[src/logic/sarc_map.vh]
// Register map, field positions, reset values and timing for the converter control.
// Assumes a plain byte-wide register port and a 50 MHz system clock.
`ifndef SARC_MAP_VH
`define SARC_MAP_VH
`define SARC_ADDR_W 3
`define SARC_OFF_CTRL 3'h0
`define SARC_OFF_CFG 3'h1
`define SARC_OFF_IEN 3'h2
`define SARC_OFF_FLG 3'h3
`define SARC_OFF_RESH 3'h4
`define SARC_OFF_RESL 3'h5
`define SARC_OFF_SLP 3'h6
`define SARC_RST_CTRL 8'h00
`define SARC_RST_CFG 8'h0F
`define SARC_RST_IEN 8'h00
`define SARC_RST_FLG 8'h00
`define SARC_CTRL_MASK 8'hDF
`define SARC_CFG_MASK 8'h7F
`define SARC_IRQ_MASK 8'h40
`define SARC_B_ON 0
`define SARC_B_GO 1
`define SARC_CH_LO 2
`define SARC_CH_HI 4
`define SARC_B_REF 6
`define SARC_B_FMT 7
`define SARC_CS_LO 4
`define SARC_CS_HI 6
`define SARC_B_DONE 6
`define SARC_B_GIE 1
`define SARC_B_SLEEP 0
`define SARC_NBITS 4'hB
`define SARC_ABORT_BP 4'h2
`define SARC_RC_DIV 8'hC8
`define SARC_CS_RC 2'h3
`endif

[src/logic/sarc_bit_clock.v]
// Bit-period tick generator for the converter.
// Assumes sys_clk; the RC source is modelled as a fixed slow divide of sys_clk.
`default_nettype none
`include "sarc_map.vh"
module sarc_bit_clock (
  // Clock and reset.
  input wire sys_clk,
  input wire rst_n,
  // Select and tick.
  input wire [2:0] convClockSelect,
  output reg bitTick_r
);
  reg [7:0] cnt_r;
  reg [2:0] selPrev_r;
  reg [7:0] limit;
  always @* begin
    // Codes 000..110 pick divide 2..64; x11 is the internal RC source.
    if (convClockSelect[1:0] == `SARC_CS_RC) begin
      limit = `SARC_RC_DIV;
    end else begin
      limit = 8'h02 << {convClockSelect[1:0], convClockSelect[2]};
    end
  end
  always @(posedge sys_clk) begin
    if (!rst_n) begin
      cnt_r <= 8'h00;
      selPrev_r <= 3'h0;
      bitTick_r <= 1'b0;
    end else begin
      selPrev_r <= convClockSelect;
      if (selPrev_r != convClockSelect || cnt_r == limit - 8'h01) begin
        cnt_r <= 8'h00;
        bitTick_r <= (selPrev_r == convClockSelect);
      end else begin
        cnt_r <= cnt_r + 8'h01;
        bitTick_r <= 1'b0;
      end
    end
  end
endmodule // sarc_bit_clock
`default_nettype wire

[src/logic/sarc_control.v]
// Control for a 10-bit successive-approximation converter.
// Assumes an analog comparator outside that answers compHigh each bit period.
// Notes on behaviour
// - Ten-bit result built one bit per bit period by successive approximation.
// - Result registers are read-only; writes to them do nothing.
// - Channel select routes exactly one input to the sample-and-hold.
// - Reference bit picks supply or external pin; negative reference is ground.
// - Three-bit clock select picks divide 2 to 64 or the RC source.
// - A conversion takes eleven bit periods.
// - Non-RC clocks derive from the system clock.
// - Done flag sets at every completion regardless of interrupt enable.
// - Enabled set flag raises interrupt, running or asleep, and wakes.
// - After wake, next instruction runs; vector only if global enable set.
// - Format bit selects left or right justification.
// - Enable bit powers converter; status bit starts a conversion.
// - Completion clears status, sets flag, updates results together.
// - Aborted conversion keeps old result; acquisition restarts after two periods.
// - Left format: high holds bits 9..2, low top bits hold 1..0.
//
// The plain strobed port and the register offsets are this design's own decisions.
`default_nettype none
`include "sarc_map.vh"
module sarc_control (
  // Clock and reset.
  input wire sys_clk,
  input wire rst_n,
  // Register port.
  input wire [`SARC_ADDR_W-1:0] regAddr,
  input wire [7:0] regWdata,
  input wire regWr,
  input wire regRd,
  output reg [7:0] regRdata_r,
  // Analog side.
  input wire compHigh,
  output reg [2:0] channelSelect_r,
  output reg referenceSelect_r,
  output reg converterPower_r,
  output reg sampleHold_r,
  output reg [9:0] dacCode_r,
  output reg [3:0] pinAnalogSelect_r,
  // Processor side.
  output reg irqReq_r,
  output reg wakeReq_r,
  output reg vectorReq_r
);
  localparam [3:0] ST_IDLE = 4'h1;
  localparam [3:0] ST_CONV = 4'h2;
  localparam [3:0] ST_HOLD = 4'h4;
  localparam [3:0] ST_ACQ = 4'h8;

  reg [7:0] ctrl_r;
  reg [7:0] cfg_r;
  reg [7:0] ien_r;
  reg [7:0] flg_r;
  reg [1:0] sys_r;
  reg [9:0] result_r;
  reg [9:0] sar_r;
  reg [3:0] bitCnt_r;
  reg [3:0] state_r;
  reg [2:0] nextCh_r;
  reg cmpMeta_r;
  reg cmpSync_r;
  reg asleepPrev_r;
  wire bitTick;
  wire done;
  wire abort;
  wire ctrlWr;
  wire flgWr;
  wire [7:0] resHigh;
  wire [7:0] resLow;

  sarc_bit_clock u_bit_clock (
    .sys_clk(sys_clk),
    .rst_n(rst_n),
    .convClockSelect(cfg_r[`SARC_CS_HI:`SARC_CS_LO]),
    .bitTick_r(bitTick)
  );

  assign ctrlWr = regWr && (regAddr == `SARC_OFF_CTRL);
  assign flgWr = regWr && (regAddr == `SARC_OFF_FLG);
  // Completion at the eleventh period: one for sample, ten for the bits.
  assign done = (state_r == ST_CONV) && bitTick && (bitCnt_r == `SARC_NBITS - 4'h1);
  assign abort = ctrlWr && !regWdata[`SARC_B_GO] && ctrl_r[`SARC_B_GO];

  // Result layouts for the two formats.
  assign resHigh = ctrl_r[`SARC_B_FMT] ? {6'h00, result_r[9:8]} : result_r[9:2];
  assign resLow = ctrl_r[`SARC_B_FMT] ? result_r[7:0] : {result_r[1:0], 6'h00};

  // Comparator output is analog-timed, so synchronise it.
  always @(posedge sys_clk) begin
    if (!rst_n) begin
      cmpMeta_r <= 1'b0;
      cmpSync_r <= 1'b0;
    end else begin
      cmpMeta_r <= compHigh;
      cmpSync_r <= cmpMeta_r;
    end
  end

  // Control register: hardware clears the status bit at completion.
  always @(posedge sys_clk) begin
    if (!rst_n) begin
      ctrl_r <= `SARC_RST_CTRL;
    end else if (ctrlWr) begin
      ctrl_r <= regWdata & `SARC_CTRL_MASK;
      if (!regWdata[`SARC_B_ON]) begin
        ctrl_r[`SARC_B_GO] <= 1'b0;
      end
    end else if (done) begin
      ctrl_r[`SARC_B_GO] <= 1'b0;
    end
  end

  // Configuration, interrupt enable and processor state registers.
  always @(posedge sys_clk) begin
    if (!rst_n) begin
      cfg_r <= `SARC_RST_CFG;
      ien_r <= `SARC_RST_IEN;
      sys_r <= 2'h0;
    end else if (regWr) begin
      if (regAddr == `SARC_OFF_CFG) begin
        cfg_r <= regWdata & `SARC_CFG_MASK;
      end
      if (regAddr == `SARC_OFF_IEN) begin
        ien_r <= regWdata & `SARC_IRQ_MASK;
      end
      if (regAddr == `SARC_OFF_SLP) begin
        sys_r <= regWdata[1:0];
      end
    end
  end

  // Done flag: a completion in the same cycle as a clear still sets it.
  always @(posedge sys_clk) begin
    if (!rst_n) begin
      flg_r <= `SARC_RST_FLG;
    end else if (done) begin
      flg_r[`SARC_B_DONE] <= 1'b1;
    end else if (flgWr) begin
      flg_r <= regWdata & `SARC_IRQ_MASK;
    end
  end

  // Conversion sequencer.
  always @(posedge sys_clk) begin
    if (!rst_n) begin
      state_r <= ST_IDLE;
      bitCnt_r <= 4'h0;
      sar_r <= 10'h000;
      result_r <= 10'h000;
      nextCh_r <= 3'h0;
    end else begin
      case (state_r)
        ST_IDLE: begin
          bitCnt_r <= 4'h0;
          if (ctrl_r[`SARC_B_GO] && ctrl_r[`SARC_B_ON]) begin
            state_r <= ST_CONV;
            sar_r <= 10'h200;
          end
        end
        ST_CONV: begin
          if (abort || !ctrl_r[`SARC_B_ON]) begin
            state_r <= ST_HOLD;
            bitCnt_r <= 4'h0;
          end else if (bitTick) begin
            bitCnt_r <= bitCnt_r + 4'h1;
            if (bitCnt_r != 4'h0) begin
              // Keep the trial bit if the input is above it, then try the next.
              if (!cmpSync_r) begin
                // Drop the previous trial bit, which sits one place above the new one.
                sar_r <= (sar_r & ~(10'h200 >> (bitCnt_r - 4'h1))) | (10'h200 >> bitCnt_r);
              end else begin
                sar_r <= sar_r | (10'h200 >> bitCnt_r);
              end
            end
            if (done) begin
              result_r <= cmpSync_r ? sar_r : (sar_r & 10'h3FE);
              state_r <= ST_IDLE;
            end
          end
        end
        ST_HOLD: begin
          if (bitTick) begin
            bitCnt_r <= bitCnt_r + 4'h1;
            if (bitCnt_r == `SARC_ABORT_BP - 4'h1) begin
              state_r <= ST_ACQ;
            end
          end
        end
        ST_ACQ: begin
          state_r <= ST_IDLE;
        end
        default: begin
          state_r <= ST_IDLE;
        end
      endcase
      if (state_r == ST_IDLE) begin
        nextCh_r <= ctrl_r[`SARC_CH_HI:`SARC_CH_LO];
      end
    end
  end

  // Analog controls, interrupt and wake outputs.
  always @(posedge sys_clk) begin
    if (!rst_n) begin
      channelSelect_r <= 3'h0;
      referenceSelect_r <= 1'b0;
      converterPower_r <= 1'b0;
      sampleHold_r <= 1'b0;
      dacCode_r <= 10'h000;
      pinAnalogSelect_r <= 4'hF;
      irqReq_r <= 1'b0;
      wakeReq_r <= 1'b0;
      vectorReq_r <= 1'b0;
      asleepPrev_r <= 1'b0;
    end else begin
      channelSelect_r <= (state_r == ST_IDLE) ? ctrl_r[`SARC_CH_HI:`SARC_CH_LO] : nextCh_r;
      referenceSelect_r <= ctrl_r[`SARC_B_REF];
      converterPower_r <= ctrl_r[`SARC_B_ON];
      sampleHold_r <= (state_r != ST_CONV) && (state_r != ST_HOLD);
      dacCode_r <= sar_r;
      pinAnalogSelect_r <= cfg_r[3:0];
      irqReq_r <= ien_r[`SARC_B_DONE] && flg_r[`SARC_B_DONE];
      asleepPrev_r <= sys_r[`SARC_B_SLEEP];
      wakeReq_r <= sys_r[`SARC_B_SLEEP] && ien_r[`SARC_B_DONE] && flg_r[`SARC_B_DONE];
      // Vector only after the post-wake instruction, and only with global enable.
      vectorReq_r <= ien_r[`SARC_B_DONE] && flg_r[`SARC_B_DONE] && sys_r[`SARC_B_GIE]
        && !sys_r[`SARC_B_SLEEP] && !asleepPrev_r;
    end
  end

  // Read port; unmapped addresses and unused bits read zero.
  always @(posedge sys_clk) begin
    if (!rst_n) begin
      regRdata_r <= 8'h00;
    end else if (regRd) begin
      case (regAddr)
        `SARC_OFF_CTRL: regRdata_r <= ctrl_r;
        `SARC_OFF_CFG: regRdata_r <= cfg_r;
        `SARC_OFF_IEN: regRdata_r <= ien_r;
        `SARC_OFF_FLG: regRdata_r <= flg_r;
        `SARC_OFF_RESH: regRdata_r <= resHigh;
        `SARC_OFF_RESL: regRdata_r <= resLow;
        `SARC_OFF_SLP: regRdata_r <= {6'h00, sys_r};
        default: regRdata_r <= 8'h00;
      endcase
    end else begin
      regRdata_r <= 8'h00;
    end
  end
endmodule // sarc_control
`default_nettype wire

[config.mk]
export PLATFORM = sky130hd
export DESIGN_NAME = sarc_control
export DESIGN_NICKNAME = d
export VERILOG_FILES = /design/src/logic/sarc_bit_clock.v /design/src/logic/sarc_control.v
export VERILOG_INCLUDE_DIRS = /design/src /design/src/logic
export SDC_FILE = /design/constraint.sdc
export NUM_CORES = 1
export LEC_CHECK = 0
export ABC_AREA = 1
export BUFFER_PORTS_ARGS = -buffer_cell sky130_fd_sc_hd__buf_4
export CAP_MARGIN = 40
export CELL_PAD_IN_SITES_DETAIL_PLACEMENT = 0
export CELL_PAD_IN_SITES_GLOBAL_PLACEMENT = 1
export CORE_MARGIN = 2
export CORE_UTILIZATION = 30
export CTS_BUF_LIST = sky130_fd_sc_hd__clkbuf_16
export CTS_CLUSTER_DIAMETER = 60
export DETAILED_ROUTE_END_ITERATION = 10
export MAX_ROUTING_LAYER = met4
export PLACE_DENSITY_LB_ADDON = 0.12
export SYNTH_ARGS = -nofsm -noshare
export SYNTH_HDL_FRONTEND = slang
export SYNTH_HIERARCHICAL = 1
export SYNTH_SLANG_ARGS = --single-unit
[constraint.sdc]
create_clock -name sys_clk -period 1.9 [get_ports sys_clk]
set_input_delay 0.38 -clock sys_clk [delete_from_list [all_inputs] [get_ports sys_clk]]
set_output_delay 0.38 -clock sys_clk [all_outputs]
set_load 0.03 [all_outputs]
# Yosys cells after proc, flatten, opt, wreduce, memory -nomap -nowiden

Cells that the tools add are included.

Register bits after elaboration: 92
Input bits: 16
Output and inout bits: 31

$add $sub $neg: 4
Eq/ne operators: 25
Shift-type cells: 3
Multiplexer cells: 26
Bitwise gates (word level): 6
Reduce and logical (&&, ||, !) cells: 35

Operators with widths:

| operator                                             | count |
|---|---|
| one-hot mux 8 bit (7 select lines)                   | 1 |
| 2-to-1 mux 10 bit                                    | 5 |
| 2-to-1 mux 4 bit                                     | 8 |
| 2-to-1 mux 8 bit                                     | 3 |
| one-hot mux 4 bit (3 select lines)                   | 2 |
| bitwise OR 10 bit                                    | 2 |
| one-hot mux 10 bit (2 select lines)                  | 1 |
| >> shifter 10 x 4 -> 10 bit (first input constant)   | 2 |
| logical AND 1 bit                                    | 14 |
| AND 10 bit                                           | 1 |
| inverter 10 bit                                      | 1 |
| AND reduction 2 bit                                  | 5 |
| AND reduction 5 bit                                  | 2 |
| equality test 3 bit (second input constant)          | 3 |
| adder 8 x 1 -> 8 bit (second input constant)         | 1 |
| equality test 4 x 1 -> 1 bit (second input constant) | 2 |
| equality test 8 bit                                  | 1 |
| << shifter 2 x 3 -> 8 bit (first input constant)     | 1 |
| subtractor 8 x 1 -> 8 bit (second input constant)    | 1 |
| 2-to-1 mux 7 bit                                     | 1 |
| equality test 3 x 2 -> 1 bit (second input constant) | 2 |
| != test 2 x 1 -> 1 bit (second input constant)       | 3 |
| != test 2 bit (second input constant)                | 3 |
| nonzero test 2 bit                                   | 3 |
| other kinds (22)                                     | 31 |

# Depth between registers and ports, before layout

Depth in word-level cells: 10
Mapped depth: 11
Mapped depth without buffers: 10

# Cells and area by module

The synthesis kept the hierarchy.

By module, submodules not included:

| module         | times used | cells each | area each (sq um) | sequential area each (sq um) |
|---|---|---|---|---|
| sarc_control   | 1          | 523        | 3,661.0           | 1,601.5 |
| sarc_bit_clock | 1          | 86         | 663.1             | 240.2 |

# Worst setup path before layout

No wires, ideal clock.

Path type: register -> register
From: register bitCnt_r[0]
To: register sar_r[9]
Arrival time: 1.415 ns
Data required time: 1.788 ns
Slack: 0.373 ns
Stages on the path, launching flop included: 9
Buffers on the path: 0
Path through: dfxtp_1 > inv_1 > ha_1 > xnor2_1 > nand3_1 > nor2_1 > nand3_1 > nand2_1 > nand2_1

Longest elaborated chain between the ends: 10

RTL lines:

| what                                | line               | source |
|---|---|---|
| from (decl)                         | sarc_control.v:58  | `reg [3:0] bitCnt_r;` |
| from (signal assigned)              | sarc_control.v:166 | `bitCnt_r <= bitCnt_r + 4'h1;` |
| from (signal assigned)              | sarc_control.v:184 | `bitCnt_r <= bitCnt_r + 4'h1;` |
| subtractor 4 x 1 -> 4 bit           | sarc_control.v:171 | `sar_r <= (sar_r & ~(10'h200 >> (bitCnt_r - 4'h1))) \| (10'h200 >> bitCnt_r);` |
| >> shifter 10 x 4 -> 10 bit         | sarc_control.v:171 |  |
| inverter 10 bit                     | sarc_control.v:171 |  |
| AND 10 bit                          | sarc_control.v:171 |  |
| bitwise OR 10 bit                   | sarc_control.v:171 |  |
| 2-to-1 mux 10 bit                   | sarc_control.v:169 | `if (!cmpSync_r) begin` |
| 2-to-1 mux 10 bit                   | sarc_control.v:167 | `if (bitCnt_r != 4'h0) begin` |
| 2-to-1 mux 10 bit                   | sarc_control.v:165 | `end else if (bitTick) begin` |
| 2-to-1 mux 10 bit                   | sarc_control.v:162 | `` if (abort \|\| !ctrl_r[`SARC_B_ON]) begin `` |
| one-hot mux 10 bit (2 select lines) | sarc_control.v:153 | `case (state_r)` |
| to (signal assigned)                | sarc_control.v:171 |  |
| to (signal assigned)                | sarc_control.v:173 | `sar_r <= sar_r \| (10'h200 >> bitCnt_r);` |
| to (decl)                           | sarc_control.v:57  | `reg [9:0] sar_r;` |

Several ways; a longest one is shown, not always the timed one. The select of a mux whose other input is x is not followed.
A chain may end at the register's enable or synchronous reset.

# Final worst setup path

From: register bitCnt_r[1]
To: register sar_r[2]

Same word-level chain as after synthesis.

==> results.yml <==
critical_path:
  crit_type: "flip-flop to flip-flop"
  crit_fanout: 9
  r2r_cells: 8
  cp_cell_sequence: "inv_2, ha_1, nand3_1, a21oi_1, nor2_2, nand2_2, nand2_1, nand2_1"
  slowest_delay_ns: 0.42
  path_depth: 8
  cp_slowest_cell: "dfxtp_1"
  crit_top_cell: "nand2_1"
  crit_family: "simple AND/OR/NAND/NOR gates"
  cp-end-kind: "flip-flop"
  worstPathRequired_ns: 2.15
  cp_data_arrival_time_ns: 1.91
  critPathLaunchType: "flip-flop"
  worstPathBufferInverterCount: 1
place:
  placedCellCount: 826
  portBuffers: 46
  dpl_cell_area_sq_mm: 0.00486
  dp_slack_ns: 0.0860
  hpwl_um: 8720
  gp_congestion: 0.899
finish:
  instances_no_fill: 842
  stdcell_area_sq_mm: 0.00519
  fin_util_pct: 37.1
  layout-drive-gt1-share_pct: 18.1
  area_growth_pct: 20.0
  finish.net_count: 683
  fillers: 1534
  antenna_cells: 0
route:
  viasPerCell: 4.61
  drc: 0
  ant_nets: 0
  dr_total_vias: 3880
  wire_per_inst_um: 13.8
  drt_pre_antenna_iters: 5
  drt-total-wl_um: 11600
  drt_iter0_drc: 183
synthesis:
  synth_top_cell_area_share_pct: 42.6
  synth-seq-area-share_pct: 42.6
  syn_avg_cell_area_sq_um: 7.10
  synth_cell_type_count: 35
  netlist_top_cells_count: "nand2_1, dfxtp_1, inv_1"
  synth-main-ff-cell: "dfxtp_1"
  synth_fp_nets: 635
  ys_warn_count: 6
  netlist_area_sq_mm: 0.00432
  yosys.area.top_type: "dfxtp_1"
  synth_area_leaders: "dfxtp_1, nand2_1, inv_1"
  synthCells: 609
  synthMostInstantiatedCell: "nand2_1"
  synth_edf_count: 0
  synth-seq-cells: 92
  ys_async_sr_fraction_pct: 0
clocking:
  clk_latency_ns: 0.36
  htreeDepth: 3
  clock_sinks: 92
  postCtsHoldBufs: 0
  path_clk_slew_ns: 0.07
  cts_made_buffers: 9
  cts_tree: "done"
  cts_buffer_depth: 2
  cts_root_buf: "clkbuf_16"
floorplan:
  die_width_um: 124
  io_pins: 47
  initial_core_util_pct: 30.9
  dieArea_sq_mm: 0.0154
  die_height_um: 124
  core_sq_mm: 0.0140
  num_rows: 43
global_route:
  overflow: 0
  grt_pass1_wl_um: 18600
  antenna_found_initial: 0
  grt_max_degree: 30
  grt_util_all_layers_pct: 16.6
  grt_pass1_vias: 3604
timing:
  hold_ws_ns: 0.204
  grt_setup_unrepaired: "false"
  finalSetupViolCount: 0
  fin_crit_sh_pct: 87.2
  min_period_ns: 1.66
  tightest_slew_ns: 0.568
  tns_ns: 0
  skew_ns: 0.00694
  slew_headroom_pct: 61.9
  setup_ws_ns: 0.243
  max_freq_mhz: 603
  hold_viol_final: 0
  drv_slew: 0
power_and_ir_drop:
  power_density_mw_per_mm2: 842
  p_leak_nw: 2.42
  power.total_mw: 4.37
  ir_drop_mv: 0.421
flow_run:
  drv_cap: 0
status:
  status: "complete, no violations"
min_path:
  hold_class: "input port to flip-flop"
  holdPathStages: 3
[cell usage in the layout (no fill, tap or decap), types with 2 or more instances in the layout]
cell	count
a21oi_1	24
buf_4	53
clkbuf_16	9
clkinv_4	2
clkinvlp_4	2
dfxtp_1	91
ha_1	10
inv_1	89
inv_2	12
inv_8	2
nand2_1	166
nand2_2	7
nand3_1	40
nand3_2	4
nand3b_1	2
nand4_1	20
nand4_2	2
nor2_1	45
nor2_2	17
nor2_4	2
nor3_1	10
o211ai_1	7
o21ai_0	20
o21ai_1	2
o22ai_1	4
xor2_1	7
[sequential cells by signal, indices dropped and copies added (netlist names), 2 cells and up]
name and count:
u_bit_clock/selPrev_r 3, channelSelect_r 3, u_bit_clock/cnt_r 8, state_r 4, sys_r 2, cfg_r 7, dacCode_r 10, pinAnalogSelect_r 4
bitCnt_r 4, sar_r 10, regRdata_r 8, result_r 10, ctrl_r 7
[worst min-delay path, stage by stage]
cell and delay, ns:
buf_4 0.08, nand2_1 0.04, inv_1 0.04
[routing by layer]
metal	routed length [um]	vias to the layer above	track usage, %
met5	0	-	-
met4	248	0	7.37
met3	476	16	2.61
met2	5120	78	24.0
met1	5800	1767	22.8
li1	-	2019	-
[area by class of cell]
type	instances	area, sq um	area share (%)
sequential	92	1840	35.5
multi-input combinational	400	2030	39.2
timing repair buffer	53	398	7.67
inverter	101	379	7.31
clock inverter	7	85.1	1.64
clock buffer	9	225	4.34
tap	180	225	4.34
[kinds of logic (layout without fill, tap and decap cells)]
kind of cell             count (synthesis)  count (layout)  share of synthesized area [%]
AO/OA/AOI/OAI                           58              58                           7.41
buffers and inverters                  117             170                           10.8
adder cells (fa/ha/maj)                 10              10                           2.89
XOR/XNOR                                 9               9                           1.82
AND/OR/NAND/NOR                        323             323                           34.5
flip-flops                              92              92                           42.6
[power by group]
group          internal [mW]  leakage, nW  switching (mW)
Combinational          0.147         1.53           0.312
Sequential              1.98        0.745          0.0428
Clock                   1.04        0.146           0.841
Total                   3.17         2.42            1.20
[timing repair]
action | CTS | global route
setup buffers | 0 | 0
endpoints found under the setup margin | 0 | 20
resized for setup | 0 | 6
[final timing paths]
check,start,to,slack (ns)
min,compHigh,cmpMeta_r,0.20
min reg2reg,asleepPrev_r,vectorReq_r,0.40
max,bitCnt_r[1],sar_r[2],0.24
max reg2reg,bitCnt_r[1],sar_r[2],0.24
Note: power is estimated with default switching activity, not from simulation.
